**src/include/eoc_regs.vh**
```
// Purpose: constants of the engine output control block
// Assumes: 16-bit command words, opcode in the top nibble
// Notes: field positions are bit indices inside the received command word
`ifndef EOC_REGS_VH
`define EOC_REGS_VH

`define EOC_WORD_BITS 16
`define EOC_MIN_PULSES 8'h10
`define EOC_OP_HI 15
`define EOC_OP_LO 12
// opcodes
`define EOC_OP_GATE 4'h1
`define EOC_OP_LSW 4'h2
`define EOC_OP_PWM 4'h3
`define EOC_OP_DRAIN 4'h4
`define EOC_OP_FDBK 4'h5
`define EOC_OP_CREG 4'h6
`define EOC_OP_RESET 4'h7
// gate word: [5:0] spi on bits, [6] and-mode, [11:7] unused
`define EOC_GATE_AND_BIT 6
// low-side word: [7:0] on bits, [8] direct inputs enabled, [9] pair mode
`define EOC_LSW_DIR_BIT 8
`define EOC_LSW_PAIR_BIT 9
// pwm word: [2:0] channel, [3] generator enable, [7:4] duty, [11:8] frequency code
`define EOC_PWM_EN_BIT 3
// drain word: [3:0] filter code, [7:4] threshold code
// feedback word: [2:0] channel; regulator word: [1:0] on bits
// reset values
`define EOC_RST_GATE_ON 6'h00
`define EOC_RST_AND_MODE 1'h0
`define EOC_RST_LSW_ON 8'h00
`define EOC_RST_LSW_DIR 1'h1
`define EOC_RST_LSW_PAIR 1'h0
`define EOC_RST_FILT 4'h0
`define EOC_RST_THRESH 4'h0
`define EOC_RST_FDBK 3'h0
`define EOC_RST_CREG 2'h0
// drain filter step: filter time is (code + 1) steps
`define EOC_FILT_STEP_US 30
`define EOC_CLK_MHZ 100
`define EOC_FILT_STEP_CYC (`EOC_FILT_STEP_US * `EOC_CLK_MHZ)

`endif

```
**src/rtl/eoc_output_ctrl.v**
```verilog
// Purpose: mode, serial command and output control of the engine output driver
// Assumes: all pins asynchronous to i_clk; sclk far slower than i_clk
// Notes: sleep, battery loss and the reset command return all settings to reset values
`timescale 1ns/1ps
`include "eoc_regs.vh"

module eoc_output_ctrl #(
  parameter FILT_STEP_CYC = `EOC_FILT_STEP_CYC
) (
  input wire i_clk,
  input wire i_rst,
  input wire i_enable,
  input wire i_battery_supply,
  input wire i_fallback,
  input wire i_cs_n,
  input wire i_sclk,
  input wire i_si,
  output reg o_so,
  output wire o_so_oe,
  input wire [5:0] i_pwm,
  input wire [3:0] i_direct_switch_inputs,
  input wire [5:0] i_drain_sense_input,
  input wire [7:0] i_low_side_fault,
  input wire [1:0] i_regulator_fault,
  output reg [5:0] o_gate_drive_output,
  output reg [7:0] o_low_side_outputs,
  output reg o_current_regulator_one,
  output reg o_current_regulator_two,
  output reg [2:0] o_resistance_feedback_output,
  output reg [3:0] o_drain_threshold,
  output wire o_sleep
);
  wire [31:0] sync_q;
  wire cs_s;
  wire sclk_s;
  wire si_s;
  wire en_s;
  wire batt_s;
  wire fb_s;
  wire [5:0] pwm_s;
  wire [3:0] dir_s;
  wire [5:0] drain_s;
  wire [7:0] lsw_flt_s;
  wire [1:0] creg_flt_s;

  eoc_sync #(.WIDTH(32)) u_sync (
    .i_clk(i_clk),
    .i_rst(i_rst),
    .i_d({~i_cs_n, i_sclk, i_si, i_enable, i_battery_supply, i_fallback, i_pwm,
          i_direct_switch_inputs, i_drain_sense_input, i_low_side_fault, i_regulator_fault}),
    .o_q(sync_q)
  );

  // select travels inverted so the cleared synchroniser reads as deselected
  assign cs_s = ~sync_q[31];
  assign sclk_s = sync_q[30];
  assign si_s = sync_q[29];
  assign en_s = sync_q[28];
  assign batt_s = sync_q[27];
  assign fb_s = sync_q[26];
  assign pwm_s = sync_q[25:20];
  assign dir_s = sync_q[19:16];
  assign drain_s = sync_q[15:10];
  assign lsw_flt_s = sync_q[9:2];
  assign creg_flt_s = sync_q[1:0];

  // edge history of the serial pins
  reg cs_d;
  reg sclk_d;
  always @(posedge i_clk) begin
    if (i_rst) begin
      cs_d <= 1'b1;
      sclk_d <= 1'b0;
    end else begin
      cs_d <= cs_s;
      sclk_d <= sclk_s;
    end
  end
  wire cs_fall = cs_d & ~cs_s;
  wire cs_rise = ~cs_d & cs_s;
  wire sclk_rise = ~cs_s & ~sclk_d & sclk_s;
  wire sclk_fall = ~cs_s & sclk_d & ~sclk_s;

  // mode
  assign o_sleep = ~en_s;
  wire fallback = fb_s;
  reg reset_cmd;
  wire logic_rst = i_rst | ~en_s | ~batt_s | reset_cmd;

  // settings
  reg [5:0] gate_on;
  reg and_mode;
  reg [7:0] lsw_on;
  reg lsw_dir;
  reg lsw_pair;
  reg [5:0] gen_en;
  reg [23:0] duty;
  reg [3:0] freq;
  reg [3:0] filt;
  reg [2:0] fdbk_ch;
  reg [1:0] creg_on;

  // serial chain: one register shifts status out and command in
  reg [15:0] chain;
  reg [7:0] pulses;
  reg [5:0] gd_flt;
  reg [7:0] lsw_flt;
  reg [1:0] creg_flt;
  wire [15:0] status = {creg_flt, lsw_flt, gd_flt};
  wire frame_ok = (pulses >= `EOC_MIN_PULSES) && (pulses[2:0] == 3'h0);
  wire apply = cs_rise & frame_ok;
  wire [3:0] op = chain[`EOC_OP_HI:`EOC_OP_LO];

  assign o_so_oe = ~cs_s;

  always @(posedge i_clk) begin
    if (logic_rst) begin
      chain <= 16'h0000;
      pulses <= 8'h00;
      o_so <= 1'b0;
    end else if (cs_fall) begin
      chain <= status;
      pulses <= 8'h00;
      o_so <= status[15];
    end else begin
      if (sclk_rise) begin
        chain <= {chain[14:0], si_s};
        if (pulses != 8'hff) begin
          pulses <= pulses + 8'h01;
        end
      end
      if (sclk_fall) begin
        o_so <= chain[15];
      end
    end
  end

  // command register writes
  always @(posedge i_clk) begin
    if (logic_rst) begin
      gate_on <= `EOC_RST_GATE_ON;
      and_mode <= `EOC_RST_AND_MODE;
      lsw_on <= `EOC_RST_LSW_ON;
      lsw_dir <= `EOC_RST_LSW_DIR;
      lsw_pair <= `EOC_RST_LSW_PAIR;
      gen_en <= 6'h00;
      duty <= 24'h000000;
      freq <= 4'h0;
      filt <= `EOC_RST_FILT;
      o_drain_threshold <= `EOC_RST_THRESH;
      fdbk_ch <= `EOC_RST_FDBK;
      creg_on <= `EOC_RST_CREG;
      reset_cmd <= 1'b0;
    end else if (apply) begin
      case (op)
        `EOC_OP_GATE: begin
          gate_on <= chain[5:0];
          and_mode <= chain[`EOC_GATE_AND_BIT];
        end
        `EOC_OP_LSW: begin
          lsw_on <= chain[7:0];
          lsw_dir <= chain[`EOC_LSW_DIR_BIT];
          lsw_pair <= chain[`EOC_LSW_PAIR_BIT];
        end
        `EOC_OP_PWM: begin
          if (chain[2:0] < 3'h6) begin
            gen_en[chain[2:0]] <= chain[`EOC_PWM_EN_BIT];
            duty[chain[2:0]*4 +: 4] <= chain[7:4];
          end
          freq <= chain[11:8];
        end
        `EOC_OP_DRAIN: begin
          filt <= chain[3:0];
          o_drain_threshold <= chain[7:4];
        end
        `EOC_OP_FDBK: begin
          fdbk_ch <= chain[2:0];
        end
        `EOC_OP_CREG: begin
          creg_on <= chain[1:0];
        end
        `EOC_OP_RESET: begin
          reset_cmd <= 1'b1;
        end
        default: begin
          reset_cmd <= 1'b0;
        end
      endcase
    end
  end

  // pwm generator: shared prescaler and 4-bit phase
  reg [3:0] presc;
  reg [3:0] phase;
  always @(posedge i_clk) begin
    if (logic_rst) begin
      presc <= 4'h0;
      phase <= 4'h0;
    end else if (presc >= freq) begin
      presc <= 4'h0;
      phase <= phase + 4'h1;
    end else begin
      presc <= presc + 4'h1;
    end
  end

  // per gate channel: drive and drain filter
  wire [5:0] gd_short;
  wire [5:0] gd_open;
  wire [5:0] gd_drive;
  wire [19:0] filt_limit = (({16'h0000, filt} + 20'h00001) * FILT_STEP_CYC[19:0]);
  genvar g;
  generate
    for (g = 0; g < 6; g = g + 1) begin : gen_gate
      wire gen_out = (phase < duty[g*4 +: 4]);
      wire src = gen_en[g] ? gen_out : gate_on[g];
      wire mix = and_mode ? (pwm_s[g] & src) : (pwm_s[g] | src);
      wire drive = fallback ? pwm_s[g] : mix;
      reg [19:0] fcnt;
      reg fstate;
      // short when on with high drain, open when off with low drain
      wire cond = (drive & drain_s[g]) | (~drive & ~drain_s[g]);
      assign gd_drive[g] = drive;
      always @(posedge i_clk) begin
        if (logic_rst) begin
          fcnt <= 20'h00000;
          fstate <= 1'b0;
        end else begin
          fstate <= drive;
          if (~cond || (fstate != drive)) begin
            fcnt <= 20'h00000;
          end else if (fcnt < filt_limit) begin
            fcnt <= fcnt + 20'h00001;
          end
        end
      end
      assign gd_short[g] = fstate & (fcnt >= filt_limit);
      assign gd_open[g] = ~fstate & (fcnt >= filt_limit);
    end
  endgenerate

  // sticky faults, set wins over the clear at status load; kept in fallback
  always @(posedge i_clk) begin
    if (logic_rst) begin
      gd_flt <= 6'h00;
      lsw_flt <= 8'h00;
      creg_flt <= 2'h0;
    end else begin
      gd_flt <= (cs_fall ? 6'h00 : gd_flt) | gd_short | gd_open;
      lsw_flt <= (cs_fall ? 8'h00 : lsw_flt) | lsw_flt_s;
      creg_flt <= (cs_fall ? 2'h0 : creg_flt) | creg_flt_s;
    end
  end

  // low-side outputs
  reg [7:0] next_lsw;
  integer k;
  always @* begin
    next_lsw = lsw_on;
    for (k = 0; k < 4; k = k + 1) begin
      if (lsw_dir) begin
        next_lsw[2*k] = lsw_on[2*k] | dir_s[k];
        if (lsw_pair) begin
          next_lsw[2*k+1] = lsw_on[2*k+1] | dir_s[k];
        end
      end
    end
    if (fallback) begin
      next_lsw = 8'h00;
    end
  end

  always @(posedge i_clk) begin
    if (logic_rst) begin
      o_gate_drive_output <= 6'h00;
      o_low_side_outputs <= 8'h00;
      o_current_regulator_one <= 1'b0;
      o_current_regulator_two <= 1'b0;
      o_resistance_feedback_output <= 3'h0;
    end else begin
      o_gate_drive_output <= gd_drive & {6{en_s}};
      o_low_side_outputs <= next_lsw;
      o_current_regulator_one <= creg_on[0] & ~fallback;
      o_current_regulator_two <= creg_on[1] & ~fallback;
      o_resistance_feedback_output <= fdbk_ch;
    end
  end
endmodule // eoc_output_ctrl

```
**src/rtl/eoc_sync.v**
```verilog
// Purpose: two flip-flop synchroniser for a bundle of pin levels
// Assumes: bits are independent levels
// Notes: first stage is read only by the second stage
`timescale 1ns/1ps
module eoc_sync #(
  parameter WIDTH = 1
) (
  input wire i_clk,
  input wire i_rst,
  input wire [WIDTH-1:0] i_d,
  output reg [WIDTH-1:0] o_q
);
  reg [WIDTH-1:0] stage1;

  always @(posedge i_clk) begin
    if (i_rst) begin
      stage1 <= {WIDTH{1'b0}};
      o_q <= {WIDTH{1'b0}};
    end else begin
      stage1 <= i_d;
      o_q <= stage1;
    end
  end
endmodule // eoc_sync

```
**config.mk**
```make
export PLATFORM = sky130hd
export DESIGN_NAME = eoc_output_ctrl
export DESIGN_NICKNAME = d
export VERILOG_FILES = /design/src/rtl/eoc_output_ctrl.v /design/src/rtl/eoc_sync.v
export VERILOG_INCLUDE_DIRS = /design/src /design/src/include
export SDC_FILE = /design/constraint.sdc
export NUM_CORES = 1
export LEC_CHECK = 0
export ABC_CLOCK_PERIOD_IN_PS = 6200
export BUFFER_PORTS_ARGS = -buffer_cell sky130_fd_sc_hd__buf_4
export CORE_MARGIN = 2
export CORE_UTILIZATION = 55
export CTS_CLUSTER_DIAMETER = 60
export DETAILED_ROUTE_END_ITERATION = 7
export PLACE_DENSITY_LB_ADDON = 0.12
export RECOVER_POWER = 100
export SLEW_MARGIN = 20
export SYNTH_ARGS = -nofsm -noshare
export SYNTH_HDL_FRONTEND = slang
export SYNTH_SLANG_ARGS = --single-unit
```
**constraint.sdc**
```tcl
create_clock -name i_clk -period 6.2 [get_ports i_clk]
set_input_delay 0.93 -clock i_clk [delete_from_list [all_inputs] [get_ports i_clk]]
set_output_delay 0.93 -clock i_clk [all_outputs]
set_load 0.05 [all_outputs]
```
After elaboration in Yosys (flattened, before gate mapping)

Index checks and enable logic that the tools add are counted.

Word-level logic and storage cells: 261
Register bits after elaboration: 325
Output and inout port bits: 26
Input port bits: 34

Equal/unequal tests: 14
Shifts and indexed selects: 2
Bitwise operators: 100
Reduce and logical (&&, ||, !) cells: 30
Multiplexer cells: 38
Multiply operators: 1
$lt $le $gt $ge: 23
$add $sub $neg: 11

Operators by type and width:

| operator                  | number |
|---|---|
| $add A20 B1 Y20 const B   | 6 |
| $ge A20 B17 Y1            | 6 |
| $lt A20 B17 Y1            | 6 |
| $and A1 B1 Y1             | 39 |
| $neg A5 Y34               | 1 |
| $shift A4 B34 Y24 const A | 1 |
| $shiftx A4 B34 Y24        | 1 |
| $not A1 Y1                | 33 |
| $mux W16                  | 2 |
| $mux W1                   | 25 |
| $bwmux W24                | 1 |
| $lt A4 B4 Y1              | 6 |
| $or A1 B1 Y1              | 23 |
| $reduce_or A2 Y1          | 9 |
| $eq A4 B3 Y1 const B      | 4 |
| $reduce_and A2 Y1         | 8 |
| $mul A5 B9 Y14 const B    | 1 |
| $or A6 B6 Y6              | 2 |
| $mux W2                   | 5 |
| $add A4 B1 Y4 const B     | 2 |
| $add A8 B1 Y8 const B     | 1 |
| $eq A4 B2 Y1 const B      | 2 |
| $ge A8 B5 Y1 const B      | 1 |
| $mux W8                   | 1 |
| 21 further kinds          | 33 |

Depth between registers and ports, before layout

Depth after elaboration: 11
Gate-level depth with buffers: 26
Gate-level depth less buffers: 25

Modules after synthesis

A second synthesis with hierarchy kept.

Cell total of the unflattened synthesis: 1,832
Area total of the unflattened synthesis: 16,425.8 um2

By module, submodules not included:

| module          | area an instance (um2) | times used | sequential area each (um2) | cells each |
|---|---|---|---|---|
| eoc_output_ctrl | 14,507.7               | 1          | 5,225.0                    | 1,697 |
| eoc_sync        | 1,918.1                | 1          | 1,281.2                    | 135 |

Worst setup path before layout

No wires, ideal clock.

Path type: flip-flop to flip-flop
Start point: register filt[0]
End point: register gen_gate[0].fcnt[13]
Path buffers: 1
Arrival: 6,308 ps
Setup time: 72 ps
Cell stages (with the launch flop): 27
Data required time: 6,128 ps
Path slack: -180 ps
Period minus slack after synthesis: 6,380 ps
Cell sequence: dfxtp_1 > ha_1 > xor2_1 > inv_1 > fa_1 > inv_1 > ha_1 > inv_1 > fa_1 > inv_1 > ha_1 > a211oi_1 > o21bai_1 > a21oi_1 > xor2_1 > ha_1 > a21o_1 > a21oi_1 > o21a_1 > o21ai_1 > a31o_1 > maj3_2 > a211o_1 > or4_4 > buf_6 > or3_1 > a21oi_1

Cells in the longest elaborated chain, start to end: 3

Ends and longest elaborated chain:

| what                   | line                  | source |
|---|---|---|
| start, declared        | eoc_output_ctrl.v:99  | `reg [3:0] filt;` |
| start signal, assigned | eoc_output_ctrl.v:149 | `` filt <= `EOC_RST_FILT; `` |
| start signal, assigned | eoc_output_ctrl.v:173 | `filt <= chain[3:0];` |
| $add A4 B1 Y5          | eoc_output_ctrl.v:211 | `wire [19:0] filt_limit = (({16'h0000, filt} + 20'h00001) * FILT_STEP_CYC[19:0]);` |
| $mul A5 B9 Y14         | eoc_output_ctrl.v:211 |  |
| $lt A20 B17 Y1         | eoc_output_ctrl.v:232 | `end else if (fcnt < filt_limit) begin` |
| end signal, assigned   | eoc_output_ctrl.v:233 | `fcnt <= fcnt + 20'h00001;` |
| end, declared          | eoc_output_ctrl.v:219 | `reg [19:0] fcnt;` |

No other way between the ends.
A chain may end at the register's enable or synchronous reset.

Worst setup path in the final report

Start point: register filt[1]
End point: register gen_gate[0].fcnt[5]

Same word-level chain as after synthesis.

==> qor.txt <==
status -> finished, violations left
failing checks -> capacitance limit, slew limit
final setup fails -> 0
area grow syn2layout -> 14.5%
worst-margin pin slew -> 2.76 ns
HP Class -> reg -> reg
Fin Hold WS -> 0.435 ns
synth warn -> 0
CP startpoint kind -> flop
initial antenna violation count -> 0
Clk pwr share -> 50.7%
total routed wirelength -> 38.8 mm
CTS tree -> built
row cnt -> 62
Peak VDD IR -> 0.000311 V
Mapped Avg Cell Area -> 8.87 sq um
commonest register cell after synthesis -> dfxtp_1
combinational group share of total power -> 1.5%
Mapped Nets -> 2014
Final Hold Vio Count -> 0
critical path endpoint category -> flop
area of the multi-input gates -> 9340 sq um
Period minus WS final -> 6.02 ns
sequential share of the synthesized area -> 40.0%
Iteration-0 DRC Markers -> 866
DRC viols -> 0
Final Core Density -> 64.4%
Hold Buf Count CTS -> 0
Initial Utilization -> 56.3%
Yosys cell types -> 87
CP required -> 6.58 ns
Critical Path AT -> 6.40 ns
cell taking the most area after synthesis -> dfxtp_1
Int Pwr -> 3.49 mW
worst reg-to-reg path cell count -> 27
Placer Congestion -> 0.840
FMAX -> 166 MHz
number of top-level pins -> 60
slew margin rel. -> -83.8%
Post-Synthesis Cell Area -> 16300 sq um
detailed-route wire length per cell -> 16.8 um
register bit total from synthesis -> 325
layout cells sized above 1 -> 10.6%
maxcap violations -> 2
placed cell area -> 17200 sq um
die span in y -> 176 um
r2r endpoint -> gen_gate[0].fcnt[5]
Root Buffer -> clkbuf_16
Worst Path Max Fanout -> 7
antenna-violating nets left -> 0
# port buffers -> 59
total number of vias -> 13200
H-tree Lvls -> 2
sequential power share -> 47.8%
leading post-synthesis cells by cell area -> dfxtp_1, ha_1, nor2_1, a21oi_1, mux2i_1
cells after synthesis -> 1836
Setup Skew -> 0.0154 ns
n_diodes -> 0
global-route usage over all layers -> 25.1%
CTS Buf Count -> 37
Finished Cell Area -> 18600 sq um
Clk pin slew, worst setup/hold paths -> 0.06 ns
worst r2r src -> filt[1]
Final #Nets -> 2078
Final Max Tran Viols -> 157
EDFF count, synth -> 0
Die ar. -> 31000 sq um
Setup Crit Path Kind -> reg -> reg
sw power -> 0.936 mW
total power -> 4.42 mW
DP HPWL -> 26.8 mm
worst-case clock buffer depth -> 3
first-pass GRT wire length -> 64.1 mm
P_leak -> 7.32 nW
number of global-route vias before repair -> 12800
sw frac -> 21.2%
Die Width -> 176 um
hold_sp -> u_sync.stage1[28]
placed cells -> 2235
ys async rst share -> 0%
largest net degree at the start of global routing -> 88
post-synth top area share -> 40.0%
Min-Delay Endpoint -> u_sync.o_q[28]
via density per instance -> 5.69
Core Region -> 28900 sq um
DRT Pass-1 Iters -> 5
Remaining Overflow, GRT -> 0
R2R setup slack -> 0.18 ns
Filler cells -> 2486
Final Non-Filler Cells -> 2313
post-route clock period utilization -> 97.1%
Power Density -> 237 nW/um^2
Register Area -> 6510 sq um
WHS Path Cells -> 1
clk_lat worst skew -> 0.54 ns
# clock sinks -> 325
routing by layer:
layer	track usage [%]	up-vias	part of all wire, %	wire length, um
met5	0	-	0	0
met4	8.95	0	3.1	1190
met3	3.62	80	4.8	1870
met2	43.3	271	48	18700
met1	32.0	6244	44	17100
li1	-	6563	-	-
cells by family (layout without fill, tap and decap cells):
kind of cell               count (synthesis)  after routing  synth area share [%]
adders and majority gates                148            148                  11.7
muxes                                     60             60                  3.73
xor gates and xnor gates                  89             89                  4.79
DFF                                      325            325                  40.0
AOI/OAI and AO/OA                        317            317                  12.8
and+or+nand+nor                          731            731                  23.0
buffers and inverters                    166            259                  3.97
registers in the layout, indices dropped and copies added, names as in the netlist, 6 cells and up:
signal               count
lsw_flt                  8
gen_en                   6
gen_gate.fstate          6
o_gate_drive_output      6
duty                    24
gd_flt                   6
o_low_side_outputs       8
pulses                   8
chain                   16
gen_gate.fcnt          120
lsw_on                   8
gate_on                  6
u_sync.o_q              32
u_sync.stage1           32
worst max-delay path by stage:
| stage | cells past startpoint | startpoint | to |
|---|---|---|---|
| global route | 27 | filt[1] | gen_gate[0].fcnt[15] |
| detailed placement | 24 | filt[0] | gen_gate[0].fcnt[9] |
| finish | 27 | filt[1] | gen_gate[0].fcnt[5] |
| global placement | 24 | filt[0] | gen_gate[0].fcnt[15] |
| floorplan | 24 | filt[0] | gen_gate[0].fcnt[13] |
| CTS | 23 | filt[0] | gen_gate[0].fcnt[9] |
layout by cell type (no fill, tap or decap), types with 7 or more instances in the layout:
cell type  count
a311oi_1      15
clkbuf_1      34
nor2_1       219
o31ai_1        8
nand2b_1      22
nand3b_1       9
clkbuf_16     38
mux2i_1       55
xnor2_1       49
o21ai_1       17
and2_1        26
nor3_1        32
nor2b_1       67
or3_1         36
fa_1           8
and3_1        44
inv_1         84
clkbuf_8       7
a31oi_1        8
o21ai_0       39
nor4_1        17
and2_0        12
ha_1         129
nand3_1       60
a21o_1        29
a211oi_1      11
nand4_1       32
clkinv_2      11
a21oi_1      108
o21a_1         8
nand2_1      103
buf_4         69
o211ai_1      13
or4_1         11
xor2_1        36
dfxtp_1      322
Yosys cell counts, types with 38 or more instances:
master,count
ha_1,135
nor2b_1,67
mux2i_1,55
xnor2_1,51
nand3_1,61
inv_1,86
a21oi_1,111
and2_1,38
nor2_1,220
xor2_1,38
o21ai_0,39
clkbuf_1,67
dfxtp_1,325
nand2_1,104
and3_1,47
power by group through the flow:
stage,sequential [mW],clock (mW),combinational (mW)
after CTS,2.12,2.28,0.0656
after global placement,2.16,0,0.0643
final,2.12,2.24,0.0645
after detailed placement,2.16,0,0.0654
after floorplan,2.16,0,0.0372
after global routing,2.12,2.36,0.0715
layout make-up:
cell class / instances / share of cell area [%]
Multi-Input combinational cell: 1345 / 50.1
Sequential cell: 325 / 35.0
Clock buffer: 49 / 5.70
Timing Repair Buffer: 104 / 3.75
Tap cell: 384 / 2.58
Inverter: 87 / 1.75
Clock inverter: 19 / 1.13
worst max-delay path: stages (launching register included):
cell,delay (ns)
dfxtp_2,0.36
buf_4,0.14
nand3_4,0.09
xnor2_4,0.19
fa_1,0.53
inv_1,0.07
ha_4,0.27
inv_1,0.05
fa_1,0.49
inv_1,0.04
ha_2,0.30
o21ai_4,0.16
o21bai_2,0.11
a21oi_2,0.21
xor2_2,0.23
ha_1,0.29
a21o_1,0.20
a21oi_2,0.13
o21a_1,0.12
o21ai_1,0.06
a31o_1,0.19
maj3_2,0.31
a211o_1,0.31
or4_4,0.54
buf_6,0.16
buf_4,0.12
o21ai_1,0.10
a21oi_1,0.07
what timing repair did:
item	in CTS	in global routing
endpoints found under the setup margin	6	62
buffers inserted	0	10
gates resized for setup	3	40
pin swaps	0	27
through the flow:
stage                     worst slack, ns  TNS [ns]
after floorplan                    0.0244         0
after global placement             0.0775         0
after detailed placement          -0.0880    -0.429
after CTS                          0.0274         0
after global routing              -0.0534    -0.303
final                               0.178         0
Power figures use the tool's default switching activity.
